--- config.mk ---
export PLATFORM = sky130hd
export DESIGN_NAME = rot_host_ctrl
export DESIGN_NICKNAME = d
export VERILOG_FILES = /design/src/rot_host_pkg.sv /design/src/dev_reg_writer.sv /design/src/rot_host_ctrl.sv
export SDC_FILE = /design/constraint.sdc
export NUM_CORES = 1
export LEC_CHECK = 0
export ABC_AREA = 1
export BUFFER_PORTS_ARGS = -buffer_cell sky130_fd_sc_hd__buf_2
export CAP_MARGIN = 25
export CORE_MARGIN = 1.5
export CORE_UTILIZATION = 60
export CTS_BUF_LIST = sky130_fd_sc_hd__clkbuf_16
export DETAILED_ROUTE_END_ITERATION = 10
export PLACE_DENSITY = 0.81
export SKIP_CTS_REPAIR_TIMING = 1
export SYNTH_ARGS = -nofsm -noshare
export SYNTH_HDL_FRONTEND = slang
export SYNTH_SLANG_ARGS = --single-unit
export TNS_END_PERCENT = 5
--- constraint.sdc ---
create_clock -name core_clk_in -period 22.1 [get_ports core_clk_in]
set_input_delay 3.315 -clock core_clk_in [delete_from_list [all_inputs] [get_ports core_clk_in]]
set_output_delay 3.315 -clock core_clk_in [all_outputs]
set_load 0.1 [all_outputs]
--- src/rot_host_pkg.sv ---
package rot_host_pkg;
  // Controller register offsets on the AXI4-Lite side
  localparam logic [7:0] OFS_CTRL = 8'h00;
  localparam logic [7:0] OFS_GEOM = 8'h04;
  localparam logic [7:0] OFS_BASE = 8'h08;
  localparam logic [7:0] OFS_CMD = 8'h0c;
  localparam logic [7:0] OFS_CLK = 8'h10;
  localparam logic [7:0] OFS_STAT = 8'h14;
  // Control register fields
  localparam int CTRL_ROT_BIT = 1;
  localparam int CTRL_FAST_BIT = 2;
  localparam int CTRL_SEL_LO = 4;
  localparam int CTRL_SPLIT_BIT = 8;
  // Command register fields, write-only pulses
  localparam int CMD_APPLY_BIT = 0;
  localparam int CMD_PAN_R_BIT = 1;
  localparam int CMD_PAN_D_BIT = 2;
  // Geometry fields
  localparam int GEOM_ROWS_LO = 16;
  // Error bits
  localparam int ERR_FIT = 0;
  localparam int ERR_CLK = 1;
  localparam int ERR_SPLIT = 2;
  localparam int ERR_WIDTH = 3;
  // Status fields
  localparam int STAT_BUSY_BIT = 0;
  localparam int STAT_FAST_BIT = 1;
  localparam int STAT_ROT_BIT = 2;
  localparam int STAT_ERR_LO = 4;
  localparam int STAT_START_LO = 8;
  // AXI responses
  localparam logic [1:0] RESP_OKAY = 2'h0;
  localparam logic [1:0] RESP_SLVERR = 2'h2;
  // Device register indices
  localparam logic [7:0] DEV_START_LO = 8'h0c;
  localparam logic [7:0] DEV_START_MID = 8'h0d;
  localparam logic [7:0] DEV_START_HI = 8'h10;
  localparam logic [7:0] DEV_MODE = 8'h1b;
  localparam logic [7:0] DEV_STRIDE = 8'h1c;
  localparam int MODE_EN_BIT = 7;
  localparam int MODE_SEL_BIT = 6;
  // Device limits
  localparam logic [20:0] BUF_BYTES = 21'h014000;
  localparam logic [10:0] STRIDE_MAX = 11'h100;
  localparam logic [15:0] CLK_MAX_KHZ = 16'h61a8;
  // Sequence steps
  localparam logic [2:0] STEP_STRIDE = 3'h0;
  localparam logic [2:0] STEP_LO = 3'h1;
  localparam logic [2:0] STEP_MID = 3'h2;
  localparam logic [2:0] STEP_HI = 3'h3;
  localparam logic [2:0] STEP_MODE = 3'h4;
  typedef enum logic [1:0] {
    SEQ_IDLE = 2'b00,
    SEQ_ISSUE = 2'b01,
    SEQ_WAIT = 2'b10
  } seq_state_t;
  typedef enum logic [1:0] {
    WR_IDLE = 2'b00,
    WR_HOLD = 2'b01,
    WR_REL = 2'b10
  } wr_state_t;
endpackage
--- src/dev_reg_writer.sv ---
`timescale 1ns/1ns
module dev_reg_writer (
  input wire logic core_clk_in,
  input wire logic arst_n_in,
  input wire logic req_in,
  input wire logic [7:0] addr_in,
  input wire logic [7:0] data_in,
  output logic ready_out,
  output logic done_out,
  output logic [7:0] dev_addr_out,
  output logic [7:0] dev_data_out,
  output logic dev_wr_out,
  input wire logic dev_ack_in
);
  import rot_host_pkg::*;
  rot_host_pkg::wr_state_t state_q, state_d;
  logic ack_meta_q, ack_q;
  logic [7:0] addr_q, data_q;
  logic take;

  ////////////////////////////////////////////////////////////////////////////
  // Acknowledge pin synchroniser
  always_ff @(posedge core_clk_in or negedge arst_n_in) begin
    if (!arst_n_in) begin
      ack_meta_q <= 1'b0;
      ack_q <= 1'b0;
    end else begin
      ack_meta_q <= dev_ack_in;
      ack_q <= ack_meta_q;
    end
  end

  // Four-phase strobe: hold until acked, then wait for ack release
  assign take = (state_q == WR_IDLE) && req_in;
  always_comb begin
    state_d = state_q;
    case (state_q)
      WR_IDLE: if (req_in) state_d = WR_HOLD;
      WR_HOLD: if (ack_q) state_d = WR_REL;
      WR_REL: if (!ack_q) state_d = WR_IDLE;
      default: state_d = WR_IDLE;
    endcase
  end

  always_ff @(posedge core_clk_in or negedge arst_n_in) begin
    if (!arst_n_in) begin
      state_q <= WR_IDLE;
      addr_q <= 8'h00;
      data_q <= 8'h00;
    end else begin
      state_q <= state_d;
      if (take) begin
        addr_q <= addr_in;
        data_q <= data_in;
      end
    end
  end

  assign ready_out = (state_q == WR_IDLE);
  assign done_out = (state_q == WR_REL) && !ack_q;
  assign dev_wr_out = (state_q == WR_HOLD);
  assign dev_addr_out = addr_q;
  assign dev_data_out = data_q;
endmodule

--- src/rot_host_ctrl.sv ---
`timescale 1ns/1ns
// Behaviour
// - Pow2 variant needs a power-of-two virtual width, e.g. 256 bytes.
// - Prefer pow2 variant whenever the virtual image fits the buffer and the fast bit is clear.
// - Pow2 variant needs memory clock at least the pixel clock.
// - Fast variant needs memory clock at least twice the pixel clock.
// - Input clock at most 25 MHz, so fast pixel clock at most 12.5 MHz.
// - Start address is corner A plus line width in bytes minus one.
// - Pow2 stride is the virtual width; 256 bytes is coded as zero.
// - Fast variant stride is the real image width in bytes.
// - Adding one to start address pans one byte horizontally.
// - Pow2 vertical pan adds twice the stride, two lines; no single line.
// - Fast vertical pan adds the stride, moving exactly one line.
module rot_host_ctrl (
  input wire logic core_clk_in,
  input wire logic arst_n_in,
  input wire logic [7:0] s_axi_awaddr_in,
  input wire logic s_axi_awvalid_in,
  output logic s_axi_awready_out,
  input wire logic [31:0] s_axi_wdata_in,
  input wire logic [3:0] s_axi_wstrb_in,
  input wire logic s_axi_wvalid_in,
  output logic s_axi_wready_out,
  output logic [1:0] s_axi_bresp_out,
  output logic s_axi_bvalid_out,
  input wire logic s_axi_bready_in,
  input wire logic [7:0] s_axi_araddr_in,
  input wire logic s_axi_arvalid_in,
  output logic s_axi_arready_out,
  output logic [31:0] s_axi_rdata_out,
  output logic [1:0] s_axi_rresp_out,
  output logic s_axi_rvalid_out,
  input wire logic s_axi_rready_in,
  output logic [7:0] dev_addr_out,
  output logic [7:0] dev_data_out,
  output logic dev_wr_out,
  input wire logic dev_ack_in
);
  import rot_host_pkg::*;

  // Byte-lane merge of a write into a stored word
  function automatic logic [31:0] merge(input logic [31:0] old,
                                        input logic [31:0] nw,
                                        input logic [3:0] strb);
    logic [31:0] r;
    r = old;
    for (int i = 0; i < 4; i++) begin
      if (strb[i]) r[i*8 +: 8] = nw[i*8 +: 8];
    end
    return r;
  endfunction

  // Smallest power of two not below a byte count
  function automatic logic [10:0] pow2_ceil(input logic [9:0] v);
    logic [10:0] p;
    p = 11'h001;
    for (int i = 0; i < 10; i++) begin
      if (p < {1'b0, v}) p = {p[9:0], 1'b0};
    end
    return p;
  endfunction

  ////////////////////////////////////////////////////////////////////////////
  // AXI4-Lite write channel
  logic aw_have_q, w_have_q, bvalid_q;
  logic [7:0] awaddr_q;
  logic [31:0] wdata_q;
  logic [3:0] wstrb_q;
  logic [1:0] bresp_q;
  logic wr_fire, aw_take, w_take, wr_mapped;

  assign s_axi_awready_out = !aw_have_q && !bvalid_q;
  assign s_axi_wready_out = !w_have_q && !bvalid_q;
  assign aw_take = s_axi_awvalid_in && s_axi_awready_out;
  assign w_take = s_axi_wvalid_in && s_axi_wready_out;
  assign wr_fire = aw_have_q && w_have_q && !bvalid_q;
  assign wr_mapped = (awaddr_q == OFS_CTRL) || (awaddr_q == OFS_GEOM) ||
                     (awaddr_q == OFS_BASE) || (awaddr_q == OFS_CMD) ||
                     (awaddr_q == OFS_CLK) || (awaddr_q == OFS_STAT);

  always_ff @(posedge core_clk_in or negedge arst_n_in) begin
    if (!arst_n_in) begin
      aw_have_q <= 1'b0;
      w_have_q <= 1'b0;
      bvalid_q <= 1'b0;
      awaddr_q <= 8'h00;
      wdata_q <= 32'h00000000;
      wstrb_q <= 4'h0;
      bresp_q <= RESP_OKAY;
    end else begin
      if (aw_take) begin
        aw_have_q <= 1'b1;
        awaddr_q <= {s_axi_awaddr_in[7:2], 2'b00};
      end
      if (w_take) begin
        w_have_q <= 1'b1;
        wdata_q <= s_axi_wdata_in;
        wstrb_q <= s_axi_wstrb_in;
      end
      if (wr_fire) begin
        aw_have_q <= 1'b0;
        w_have_q <= 1'b0;
        bvalid_q <= 1'b1;
        bresp_q <= wr_mapped ? RESP_OKAY : RESP_SLVERR;
      end else if (bvalid_q && s_axi_bready_in) begin
        bvalid_q <= 1'b0;
      end
    end
  end
  assign s_axi_bvalid_out = bvalid_q;
  assign s_axi_bresp_out = bresp_q;

  ////////////////////////////////////////////////////////////////////////////
  // Software-visible configuration
  logic [31:0] ctrl_q, geom_q, base_q, clk_q;
  logic [3:0] err_q, err_set;
  logic busy;
  logic wr_ctrl, wr_cmd, wr_stat;
  logic [31:0] ctrl_new, cmd_word;
  logic split_refused;

  assign wr_ctrl = wr_fire && (awaddr_q == OFS_CTRL);
  assign wr_cmd = wr_fire && (awaddr_q == OFS_CMD);
  assign wr_stat = wr_fire && (awaddr_q == OFS_STAT);
  assign ctrl_new = merge(ctrl_q, wdata_q, wstrb_q);
  assign cmd_word = merge(32'h00000000, wdata_q, wstrb_q);
  // Split screen and rotation never stand together
  assign split_refused = wr_ctrl && ctrl_new[CTRL_SPLIT_BIT] &&
                         ctrl_new[CTRL_ROT_BIT];

  always_ff @(posedge core_clk_in or negedge arst_n_in) begin
    if (!arst_n_in) begin
      ctrl_q <= 32'h00000000;
      geom_q <= 32'h00000000;
      base_q <= 32'h00000000;
      clk_q <= 32'h00000000;
    end else if (wr_fire) begin
      if (awaddr_q == OFS_CTRL && !split_refused) ctrl_q <= ctrl_new;
      if (awaddr_q == OFS_GEOM) geom_q <= merge(geom_q, wdata_q, wstrb_q);
      if (awaddr_q == OFS_BASE) base_q <= merge(base_q, wdata_q, wstrb_q);
      if (awaddr_q == OFS_CLK) clk_q <= merge(clk_q, wdata_q, wstrb_q);
    end
  end

  ////////////////////////////////////////////////////////////////////////////
  // Variant choice and address arithmetic
  logic [9:0] line_bytes, rows;
  logic [10:0] virt_w;
  logic [20:0] pow2_size, fast_size;
  logic pow2_fits, fast_fits, use_fast, rot_req, clk_bad, width_bad;
  logic [16:0] start_calc;
  logic [7:0] stride_calc;
  logic [16:0] pan_calc;
  logic apply_go, apply_ok, pan_r_ok, pan_d_ok;
  logic [3:0] apply_err;

  assign line_bytes = geom_q[9:0];
  assign rows = geom_q[GEOM_ROWS_LO +: 10];
  assign rot_req = ctrl_q[CTRL_ROT_BIT];
  // Rotated image width rounded up to a power of two
  assign virt_w = pow2_ceil(line_bytes);
  assign pow2_size = 21'(virt_w) * 21'(rows);
  assign fast_size = 21'(line_bytes) * 21'(rows);
  assign pow2_fits = (virt_w <= STRIDE_MAX) && (pow2_size <= BUF_BYTES);
  assign fast_fits = ({1'b0, line_bytes} <= STRIDE_MAX) &&
                     (fast_size <= BUF_BYTES);
  // Low-power variant whenever it fits, unless software forces fast
  assign use_fast = ctrl_q[CTRL_FAST_BIT] || !pow2_fits;
  // Input clock limit also caps the fast pixel clock at half of it
  assign clk_bad = rot_req && (clk_q[15:0] > CLK_MAX_KHZ);
  assign width_bad = rot_req && (line_bytes == 10'h000);
  // Refresh begins at corner B, the far end of corner A's line
  assign start_calc = base_q[16:0] + 17'(line_bytes) - 17'h00001;
  // Stride: 256 wraps to zero in the byte field
  assign stride_calc = use_fast ? line_bytes[7:0] : virt_w[7:0];
  // Vertical pan step: two lines in pow2, one line in fast
  assign pan_calc = use_fast ? 17'(line_bytes) : 17'({virt_w, 1'b0});

  assign apply_err[ERR_FIT] = rot_req && !width_bad &&
                              (use_fast ? !fast_fits : 1'b0);
  assign apply_err[ERR_CLK] = clk_bad;
  assign apply_err[ERR_SPLIT] = rot_req && ctrl_q[CTRL_SPLIT_BIT];
  assign apply_err[ERR_WIDTH] = width_bad;
  assign apply_go = wr_cmd && cmd_word[CMD_APPLY_BIT] && !busy;
  assign apply_ok = apply_go && (apply_err == 4'h0);

  ////////////////////////////////////////////////////////////////////////////
  // Active settings, start address and panning
  logic act_rot_q, act_fast_q;
  logic [16:0] start_q, pan_step_q;
  logic [7:0] stride_q;
  logic [1:0] sel_q;
  logic [2:0] step_q, last_q;

  assign pan_r_ok = wr_cmd && cmd_word[CMD_PAN_R_BIT] && !busy &&
                    !cmd_word[CMD_APPLY_BIT] && act_rot_q;
  assign pan_d_ok = wr_cmd && cmd_word[CMD_PAN_D_BIT] && !busy &&
                    !cmd_word[CMD_APPLY_BIT] && !pan_r_ok && act_rot_q;

  always_ff @(posedge core_clk_in or negedge arst_n_in) begin
    if (!arst_n_in) begin
      act_rot_q <= 1'b0;
      act_fast_q <= 1'b0;
      start_q <= 17'h00000;
      pan_step_q <= 17'h00000;
      stride_q <= 8'h00;
      sel_q <= 2'h0;
    end else if (apply_ok) begin
      act_rot_q <= rot_req;
      act_fast_q <= rot_req && use_fast;
      start_q <= start_calc;
      pan_step_q <= pan_calc;
      stride_q <= stride_calc;
      sel_q <= ctrl_q[CTRL_SEL_LO +: 2];
    end else if (pan_r_ok) begin
      start_q <= start_q + 17'h00001;
    end else if (pan_d_ok) begin
      start_q <= start_q + pan_step_q;
    end
  end

  // Sticky errors; a new error wins over a same-cycle clear
  assign err_set = (apply_go ? apply_err : 4'h0) |
                   {1'b0, split_refused, 2'b00};
  always_ff @(posedge core_clk_in or negedge arst_n_in) begin
    if (!arst_n_in) begin
      err_q <= 4'h0;
    end else begin
      err_q <= (err_q & ~(wr_stat ? wdata_q[STAT_ERR_LO +: 4] : 4'h0)) |
               err_set;
    end
  end

  ////////////////////////////////////////////////////////////////////////////
  // Device write sequencer
  seq_state_t seq_q, seq_d;
  logic wr_req, wr_ready, wr_done;
  logic [7:0] step_addr, step_data, mode_byte;
  logic [2:0] first_step;

  // Mode byte: enable, variant select, reserved zero, clock select
  assign mode_byte = {act_rot_q, act_rot_q && act_fast_q, 3'b000, 1'b0,
                      act_rot_q ? sel_q : 2'h0};
  // Only orientation registers are written; look-up and inversion stay put
  assign step_addr = (step_q == STEP_STRIDE) ? DEV_STRIDE :
                     (step_q == STEP_LO) ? DEV_START_LO :
                     (step_q == STEP_MID) ? DEV_START_MID :
                     (step_q == STEP_HI) ? DEV_START_HI : DEV_MODE;
  assign step_data = (step_q == STEP_STRIDE) ? stride_q :
                     (step_q == STEP_LO) ? start_q[7:0] :
                     (step_q == STEP_MID) ? start_q[15:8] :
                     (step_q == STEP_HI) ? {7'h00, start_q[16]} : mode_byte;
  assign first_step = (apply_ok && !rot_req) ? STEP_MODE :
                      apply_ok ? STEP_STRIDE : STEP_LO;
  assign busy = (seq_q != SEQ_IDLE);
  assign wr_req = (seq_q == SEQ_ISSUE);

  always_comb begin
    seq_d = seq_q;
    case (seq_q)
      SEQ_IDLE: if (apply_ok || pan_r_ok || pan_d_ok) seq_d = SEQ_ISSUE;
      SEQ_ISSUE: if (wr_ready) seq_d = SEQ_WAIT;
      SEQ_WAIT: if (wr_done) seq_d = (step_q == last_q) ? SEQ_IDLE
                                                         : SEQ_ISSUE;
      default: seq_d = SEQ_IDLE;
    endcase
  end

  always_ff @(posedge core_clk_in or negedge arst_n_in) begin
    if (!arst_n_in) begin
      seq_q <= SEQ_IDLE;
      step_q <= STEP_STRIDE;
      last_q <= STEP_MODE;
    end else begin
      seq_q <= seq_d;
      if (seq_q == SEQ_IDLE) begin
        step_q <= first_step;
        last_q <= apply_ok ? STEP_MODE : STEP_HI;
      end else if (seq_q == SEQ_WAIT && wr_done && step_q != last_q) begin
        step_q <= step_q + 3'h1;
      end
    end
  end

  dev_reg_writer u_writer (
    .core_clk_in(core_clk_in),
    .arst_n_in(arst_n_in),
    .req_in(wr_req),
    .addr_in(step_addr),
    .data_in(step_data),
    .ready_out(wr_ready),
    .done_out(wr_done),
    .dev_addr_out(dev_addr_out),
    .dev_data_out(dev_data_out),
    .dev_wr_out(dev_wr_out),
    .dev_ack_in(dev_ack_in)
  );

  ////////////////////////////////////////////////////////////////////////////
  // AXI4-Lite read channel
  logic rvalid_q;
  logic [31:0] rdata_q, rd_word, stat_word;
  logic [1:0] rresp_q;
  logic rd_mapped, ar_take;
  logic [7:0] rd_addr;

  assign rd_addr = {s_axi_araddr_in[7:2], 2'b00};
  assign s_axi_arready_out = !rvalid_q;
  assign ar_take = s_axi_arvalid_in && s_axi_arready_out;
  assign stat_word = {7'h00, start_q, err_q, 1'b0, act_rot_q, act_fast_q,
                      busy};
  assign rd_mapped = (rd_addr == OFS_CTRL) || (rd_addr == OFS_GEOM) ||
                     (rd_addr == OFS_BASE) || (rd_addr == OFS_CMD) ||
                     (rd_addr == OFS_CLK) || (rd_addr == OFS_STAT);
  assign rd_word = (rd_addr == OFS_CTRL) ? ctrl_q :
                   (rd_addr == OFS_GEOM) ? geom_q :
                   (rd_addr == OFS_BASE) ? base_q :
                   (rd_addr == OFS_CLK) ? clk_q :
                   (rd_addr == OFS_STAT) ? stat_word : 32'h00000000;

  always_ff @(posedge core_clk_in or negedge arst_n_in) begin
    if (!arst_n_in) begin
      rvalid_q <= 1'b0;
      rdata_q <= 32'h00000000;
      rresp_q <= RESP_OKAY;
    end else if (ar_take) begin
      rvalid_q <= 1'b1;
      rdata_q <= rd_word;
      rresp_q <= rd_mapped ? RESP_OKAY : RESP_SLVERR;
    end else if (rvalid_q && s_axi_rready_in) begin
      rvalid_q <= 1'b0;
    end
  end
  assign s_axi_rvalid_out = rvalid_q;
  assign s_axi_rdata_out = rdata_q;
  assign s_axi_rresp_out = rresp_q;
endmodule

* Yosys cells after proc, flatten, opt, wreduce, memory -nomap -nowiden
Index checks and enable logic that the tools add are counted.
** Storage, ports and cells
- Register bits :: 288
- Input port bits :: 60
- Output and inout port bits :: 58
** Cells by class
- Add/subtract/negate cells :: 5
- $mul :: 2
- Magnitude comparators :: 15
- Eq/ne operators :: 25
- Mux-type cells :: 59
- Bitwise operators :: 4
- Reduce and logical (&&, ||, !) cells :: 100
** Operator list (number)
- $mux W32 :: 4
- $lt A11 B10 Y1 :: 9
- $mux W11 :: 9
- $reduce_and A3 Y1 :: 18
- $mux W17 :: 3
- $logic_and A1 B1 Y1 :: 41
- $mux W8 :: 5
- $mux W25 :: 1
- $eq A6 B2 Y1 const B :: 4
- $eq A6 B3 Y1 const B :: 4
- $mux W2 :: 11
- $le A21 B17 Y1 const B :: 1
- $mul A11 B10 Y21 :: 1
- $le A20 B17 Y1 const B :: 1
- $mul A10 B10 Y20 :: 1
- $add A17 B1 Y17 const B :: 1
- $add A17 B10 Y17 :: 1
- $add A17 B17 Y17 :: 1
- $sub A17 B1 Y17 const B :: 1
- $gt A16 B15 Y1 const B :: 1
- $logic_not A8 Y1 :: 2
- $mux W3 :: 5
- $mux W5 :: 3
- $logic_not A1 Y1 :: 13
- other kinds (29) :: 69

* Logic depth before layout (Yosys ltp)
- Word-level depth :: 33
- Gate-level depth with buffers :: 134

* Modules after synthesis
A second synthesis with hierarchy kept.
** Second synthesis, totals
- Cells, all modules :: 2905
- Area total of the unflattened synthesis :: 22569.1 µm²
** Modules (own cells, without submodules)
- rot_host_ctrl :: instances 1, cells an instance 2823, area an instance 21782.1 µm², seq. area each 6507.5 µm²
- dev_reg_writer :: instances 1, cells an instance 82, area an instance 787.0 µm², seq. area each 500.5 µm²

* Worst setup path before layout
No wires, ideal clock.
- Path type :: reg2reg
- Start :: reg geom_q[5]
- End :: reg start_q[11]
- Library setup time :: 117 ps
- Data arrival time :: 16963 ps
- Setup slack :: 5020 ps
- Stages on the path, launching flop included :: 116
- Buffers on the path :: 6
- Clock period less this slack :: 17080 ps
- Cell sequence :: dfrtp_1 inv_1 nand2_1 nor2_1 nand2_1 inv_1 nand2_1 inv_1 a31oi_1 ha_1 ha_1 nand2_1 nand2_1 nand2_1 nand2_1 nand2_2 inv_1 or2_2 [... 80 more ...] nor2_1 o21ai_0 nand2_1 xnor2_1 nand2_1 a211oi_1 nand2_1 nor3_1 o21ai_0 a21oi_1 nand2_4 nand3_4 nand2_4 inv_4 buf_4 nand2_1 o21ai_1 inv_1
** On the way
- Longest elaborated chain between the ends :: 30
- Elaborated cells on any way between the ends :: 43
** Ends and longest elaborated chain
- start, declared :: RTL line rot_host_ctrl.sv:115 : logic [31:0] ctrl_q, geom_q, base_q, clk_q;
- start signal, assigned :: RTL line rot_host_ctrl.sv:139 : if (awaddr_q == OFS_GEOM) geom_q <= merge(geom_q, wdata_q, wstrb_q);
- $lt A1 B10 Y1 :: RTL line rot_host_ctrl.sv:58 : if (p < {1'b0, v}) p = {p[9:0], 1'b0};
- $mux W2 :: RTL line rot_host_ctrl.sv:58
- $lt A11 B10 Y1 :: RTL line rot_host_ctrl.sv:58
- $mux W11 :: RTL line rot_host_ctrl.sv:58
- $lt A11 B10 Y1 :: RTL line rot_host_ctrl.sv:58
- $mux W11 :: RTL line rot_host_ctrl.sv:58
- $lt A11 B10 Y1 :: RTL line rot_host_ctrl.sv:58
- $mux W11 :: RTL line rot_host_ctrl.sv:58
- [... 14 more ...]
- $logic_and A1 B1 Y1 :: RTL line rot_host_ctrl.sv:164 : assign pow2_fits = (virt_w <= STRIDE_MAX) && (pow2_size <= BUF_BYTES);
- $logic_not A1 Y1 :: RTL line rot_host_ctrl.sv:168 : assign use_fast = ctrl_q[CTRL_FAST_BIT] || !pow2_fits;
- $logic_or A1 B1 Y1 :: RTL line rot_host_ctrl.sv:168
- $mux W1 :: RTL line rot_host_ctrl.sv:180 : (use_fast ? !fast_fits : 1'b0);
- $logic_and A1 B1 Y1 :: RTL line rot_host_ctrl.sv:179 : assign apply_err[ERR_FIT] = rot_req && !width_bad &&
- $logic_not A4 Y1 :: RTL line rot_host_ctrl.sv:185 : assign apply_ok = apply_go && (apply_err == 4'h0);
- $logic_and A1 B1 Y1 :: RTL line rot_host_ctrl.sv:185
- $reduce_bool A3 Y1 (no source line) or $mux W17 (tied branches)
- end signal, assigned :: RTL line rot_host_ctrl.sv:211 : start_q <= start_calc;
- end signal, assigned :: RTL line rot_host_ctrl.sv:216 : start_q <= start_q + 17'h00001;
- end signal, assigned :: RTL line rot_host_ctrl.sv:218 : start_q <= start_q + pan_step_q;
- end, declared :: RTL line rot_host_ctrl.sv:190 : logic [16:0] start_q, pan_step_q;
Parallel ways exist; a longest one is shown, timed or not.
A chain may end at the register's enable or synchronous reset.

* Worst setup path after layout
- Start :: reg geom_q[5]
- End :: reg act_rot_q
** On the way
- Longest elaborated chain between the ends :: 29
- Elaborated cells on any way between the ends :: 39
** Ends and longest elaborated chain
- $lt A1 B10 Y1 :: RTL line rot_host_ctrl.sv:58
- $mux W2 :: RTL line rot_host_ctrl.sv:58
- $lt A11 B10 Y1 :: RTL line rot_host_ctrl.sv:58
- $mux W11 :: RTL line rot_host_ctrl.sv:58
- $lt A11 B10 Y1 :: RTL line rot_host_ctrl.sv:58
- $mux W11 :: RTL line rot_host_ctrl.sv:58
- $lt A11 B10 Y1 :: RTL line rot_host_ctrl.sv:58
- $mux W11 :: RTL line rot_host_ctrl.sv:58
- [... 13 more ...]
- $le A21 B17 Y1 :: RTL line rot_host_ctrl.sv:164
- $logic_and A1 B1 Y1 :: RTL line rot_host_ctrl.sv:164
- $logic_not A1 Y1 :: RTL line rot_host_ctrl.sv:168
- $logic_or A1 B1 Y1 :: RTL line rot_host_ctrl.sv:168
- $mux W1 :: RTL line rot_host_ctrl.sv:180
- $logic_and A1 B1 Y1 :: RTL line rot_host_ctrl.sv:179
- $logic_not A4 Y1 * :: RTL line rot_host_ctrl.sv:185
- $logic_and A1 B1 Y1 * :: RTL line rot_host_ctrl.sv:185
- end signal, assigned :: RTL line rot_host_ctrl.sv:209 : act_rot_q <= rot_req;
- end, declared :: RTL line rot_host_ctrl.sv:189 : logic act_rot_q, act_fast_q;
Every way passes the cells marked *; elsewhere a longest branch is shown, timed or not.

==> flow_summary.yaml <==
run_status:
  status: "completed"
yosys:
  synth.mux.area_fraction: 0.004483
  synth_enable_flop_cells: 0
  synthArstFlopShare: 1.000
  yosys_warnings: 0
  synthXorXnorAreaFrac: 0.02197
  avgSynthCellArea_um2: 7.812
  synth-seq-area-share: 0.3105
  synth_simple_gate_area_frac: 0.1798
  post_synth_num_cell_types: 58
  synthCells: 2858
  synth_compound_area_frac: 0.1347
  synthesis.area_um2: 22330
  synth_top_family_by_area: "adder cells"
  synth_ff_type: "dfrtp_1"
  yosys.area_share.adder: 0.2311
  yosys_register_bits: 277
worst_setup_path:
  setup.worst_path.end_class: "register"
  worstReg2RegStart: "geom_q[5]$_DFFE_PN0P_"
  worst_ep_arrival_time_ns: 20.64
  critical_path.max_stage_delay_ns: 0.75
  setup.worst_path.class: "reg -> reg"
  cpMostUsedCell: "nand2_1"
  setup.worst_path.start_class: "register"
  slowest_stage_cell_on_the_critical_path: "dfrtp_1"
  timing.critical_path.fanout_max: 33
  worstRegToRegCells: 110
  regToRegEndpoint: "act_rot_q$_DFFE_PN0N_"
  setup_slack_of_the_worst_register_to_register_path_ns: 1.89
  cp_data_required_time_ns: 22.53
floorplanning:
  ports: 118
  die-area_um2: 38380
  die_x_um: 195.9
  num_rows: 70
  start_util: 0.6099
  die_h_um: 195.9
  core_area_um2: 36610
timing:
  final_clock_skew_ns: 0.01995
  fmax_mhz: 49.47
  worst_margin_slew_ns: 1.158
  timing.final.setup_violations: 0
  max-slew-margin-rel: 0.2080
  totalNegativeSetupSlack_ns: 0
  fin_crit_ns: 20.21
  drv_slew: 0
  final-hold-violation-count: 0
  final_min_period_over_clock_period: 0.9147
  rsz_0062_raised_after_global_routing: "no"
finish:
  most_common_library_cell_in_the_layout_ignoring_fill_and_taps: "inv_1"
  fill_cells: 3020
  layout_area_overhead_pct: 7.503
  design.final.nets: 3312
  antennaDiodeCount: 0
  layout-drive-gt1-share: 0.07354
  area.sequential_um2: 6933
  mostFrequentLayoutCells: "565 x inv_1, 524 x nand2_1, 308 x nor2_1"
  multi_input_comb_area_um2: 12800
cts:
  clk_transition_reported_paths_ns: 0.06
  clk_path_buf_depth: 3
  numCtsBuffers: 27
  cts.htree.levels: 1
  clk_latency_ns: 0.54
  cts_root_buf: "clkbuf_16"
  cts_sinks: 277
  cts_tree: "done"
placed_design:
  globalplace.congestion: 0.9257
  post-dp-hpwl_um: 44840
  port-buffer-count: 108
worst_hold_path:
  min_to: "u_writer.ack_q$_DFF_PN0_"
  hold_path.startpoint: "u_writer.ack_meta_q$_DFF_PN0_"
  hold_class: "reg -> reg"
  min_path_cells: 0
grt:
  global_route_wire_length_before_repair_um: 96780
  global_route.overflow_total: 0
  pin_count_of_the_biggest_net_entering_global_routing: 125
  via_count_of_the_first_global_routing_pass: 19650
  initial_antenna_violation_count: 1
  all_layer_gr_usage: 0.3140
route:
  drt-pass1-iter-count: 5
  post-route-drc-count: 0
  post_drt_wl_per_cell_um: 17.45
  final_antenna_net_count: 0
  via_count: 19330
  drt-initial-drc-count: 1408
  drt-total-wl_um: 59430
  avgViaCountPerCell: 5.677
job:
  maxCapViolations: 0
worst max path at each step:
stage,from,endpoint,cells after the start
2_1_floorplan,geom_q[5]$_DFFE_PN0P_,start_q[11]$_DFFE_PN0P_,115
3_3_place_gp,geom_q[5]$_DFFE_PN0P_,act_rot_q$_DFFE_PN0N_,108
3_5_place_dp,geom_q[5]$_DFFE_PN0P_,act_rot_q$_DFFE_PN0N_,106
4_1_cts,geom_q[5]$_DFFE_PN0P_,act_rot_q$_DFFE_PN0N_,106
5_1_grt,geom_q[5]$_DFFE_PN0P_,act_rot_q$_DFFE_PN0N_,112
6_report,geom_q[5]$_DFFE_PN0P_,act_rot_q$_DFFE_PN0N_,110
logic make-up (layout without fill, tap and decap cells):
| family | after synthesis | after routing |
|---|---|---|
| other cells | 1 | 5 |
| compound gates | 541 | 541 |
| flops | 277 | 277 |
| xor+xnor | 56 | 56 |
| simple gates | 976 | 976 |
| mux | 9 | 9 |
| fa+ha+maj | 332 | 332 |
| buf+inv | 666 | 741 |
cells in the mapped netlist (8+ instances only):
cell	instances	area (um2)
nand2_1	526	1974
clkinv_1	9	33.78
o21bai_1	14	105.1
nand2_2	18	112.6
nand3_1	62	310.3
a2111oi_0	21	183.9
o22ai_1	24	150.1
o21a_1	10	75.07
ha_1	198	2477
o21ai_0	239	1196
dfrtp_1	276	6907
clkbuf_1	63	236.5
nand2_4	11	123.9
buf_4	18	135.1
xnor2_1	21	183.9
nor3_1	20	100.1
mux2_2	8	90.09
nor2_1	309	1160
fa_1	134	2683
or2_2	8	50.05
a21oi_1	186	930.9
xor2_1	35	306.5
inv_1	559	2098
worst max-delay path, delay by kind of cell, from the launching register on:
| kind | cells | cell delay [ns] |
|---|---|---|
| DFF | 1 | 0.75 |
| buffers and inverters | 13 | 1.57 |
| and+or+nand+nor | 45 | 5.59 |
| xor gates and xnor gates | 1 | 0.14 |
| AOI/OAI and AO/OA | 36 | 6.83 |
| adders and majority gates | 15 | 5.14 |
sequential cells by signal, indices dropped and copies added, names as in the netlist, 5 cells and up:
| name | cells |
|---|---|
| wdata_q | 32 |
| u_writer.dev_addr_out | 5 |
| s_axi_rdata_out | 32 |
| base_q | 32 |
| u_writer.dev_data_out | 8 |
| ctrl_q | 32 |
| start_q | 17 |
| stride_q | 8 |
| awaddr_q | 6 |
| pan_step_q | 12 |
| clk_q | 32 |
| geom_q | 32 |
layer usage:
| metal | part of all wire | track usage |
|---|---|---|
| met5 | 0.00022 | 0 |
| met3 | 0.068 | 0.03610 |
| met2 | 0.49 | 0.5521 |
| met4 | 0.041 | 0.1276 |
| met1 | 0.40 | 0.3953 |
metrics by stage:
| stage | hold slack (ns) | setup slack, ns | utilization | area (um2) | std cells |
|---|---|---|---|---|---|
| floorplan | 0.3312 | 5.020 | - | 22340 | 2862 |
| global placement | 0.3340 | 2.781 | 0.6309 | 23100 | 3354 |
| detailed placement | 0.3355 | 2.147 | 0.6310 | 23100 | 3355 |
| CTS | 0.3491 | 2.065 | 0.6538 | 23940 | 3401 |
| global route | 0.3605 | 0.1659 | 0.6556 | 24000 | 3405 |
| finish | 0.3474 | 1.886 | 0.6556 | 24000 | 3405 |
area by class of cell:
class                           instances  area share
Multi-Input combinational cell       1919      0.5334
Sequential cell                       277      0.2888
Inverter                              572     0.08955
Timing Repair Buffer                  123     0.02903
Clock buffer                           27     0.02815
Tap cell                              468     0.02440
Clock inverter                         19    0.006672
Power is left out: the tool's default activity adds up to more than one toggle a clock period on the data nets, which glitch-free logic cannot reach.
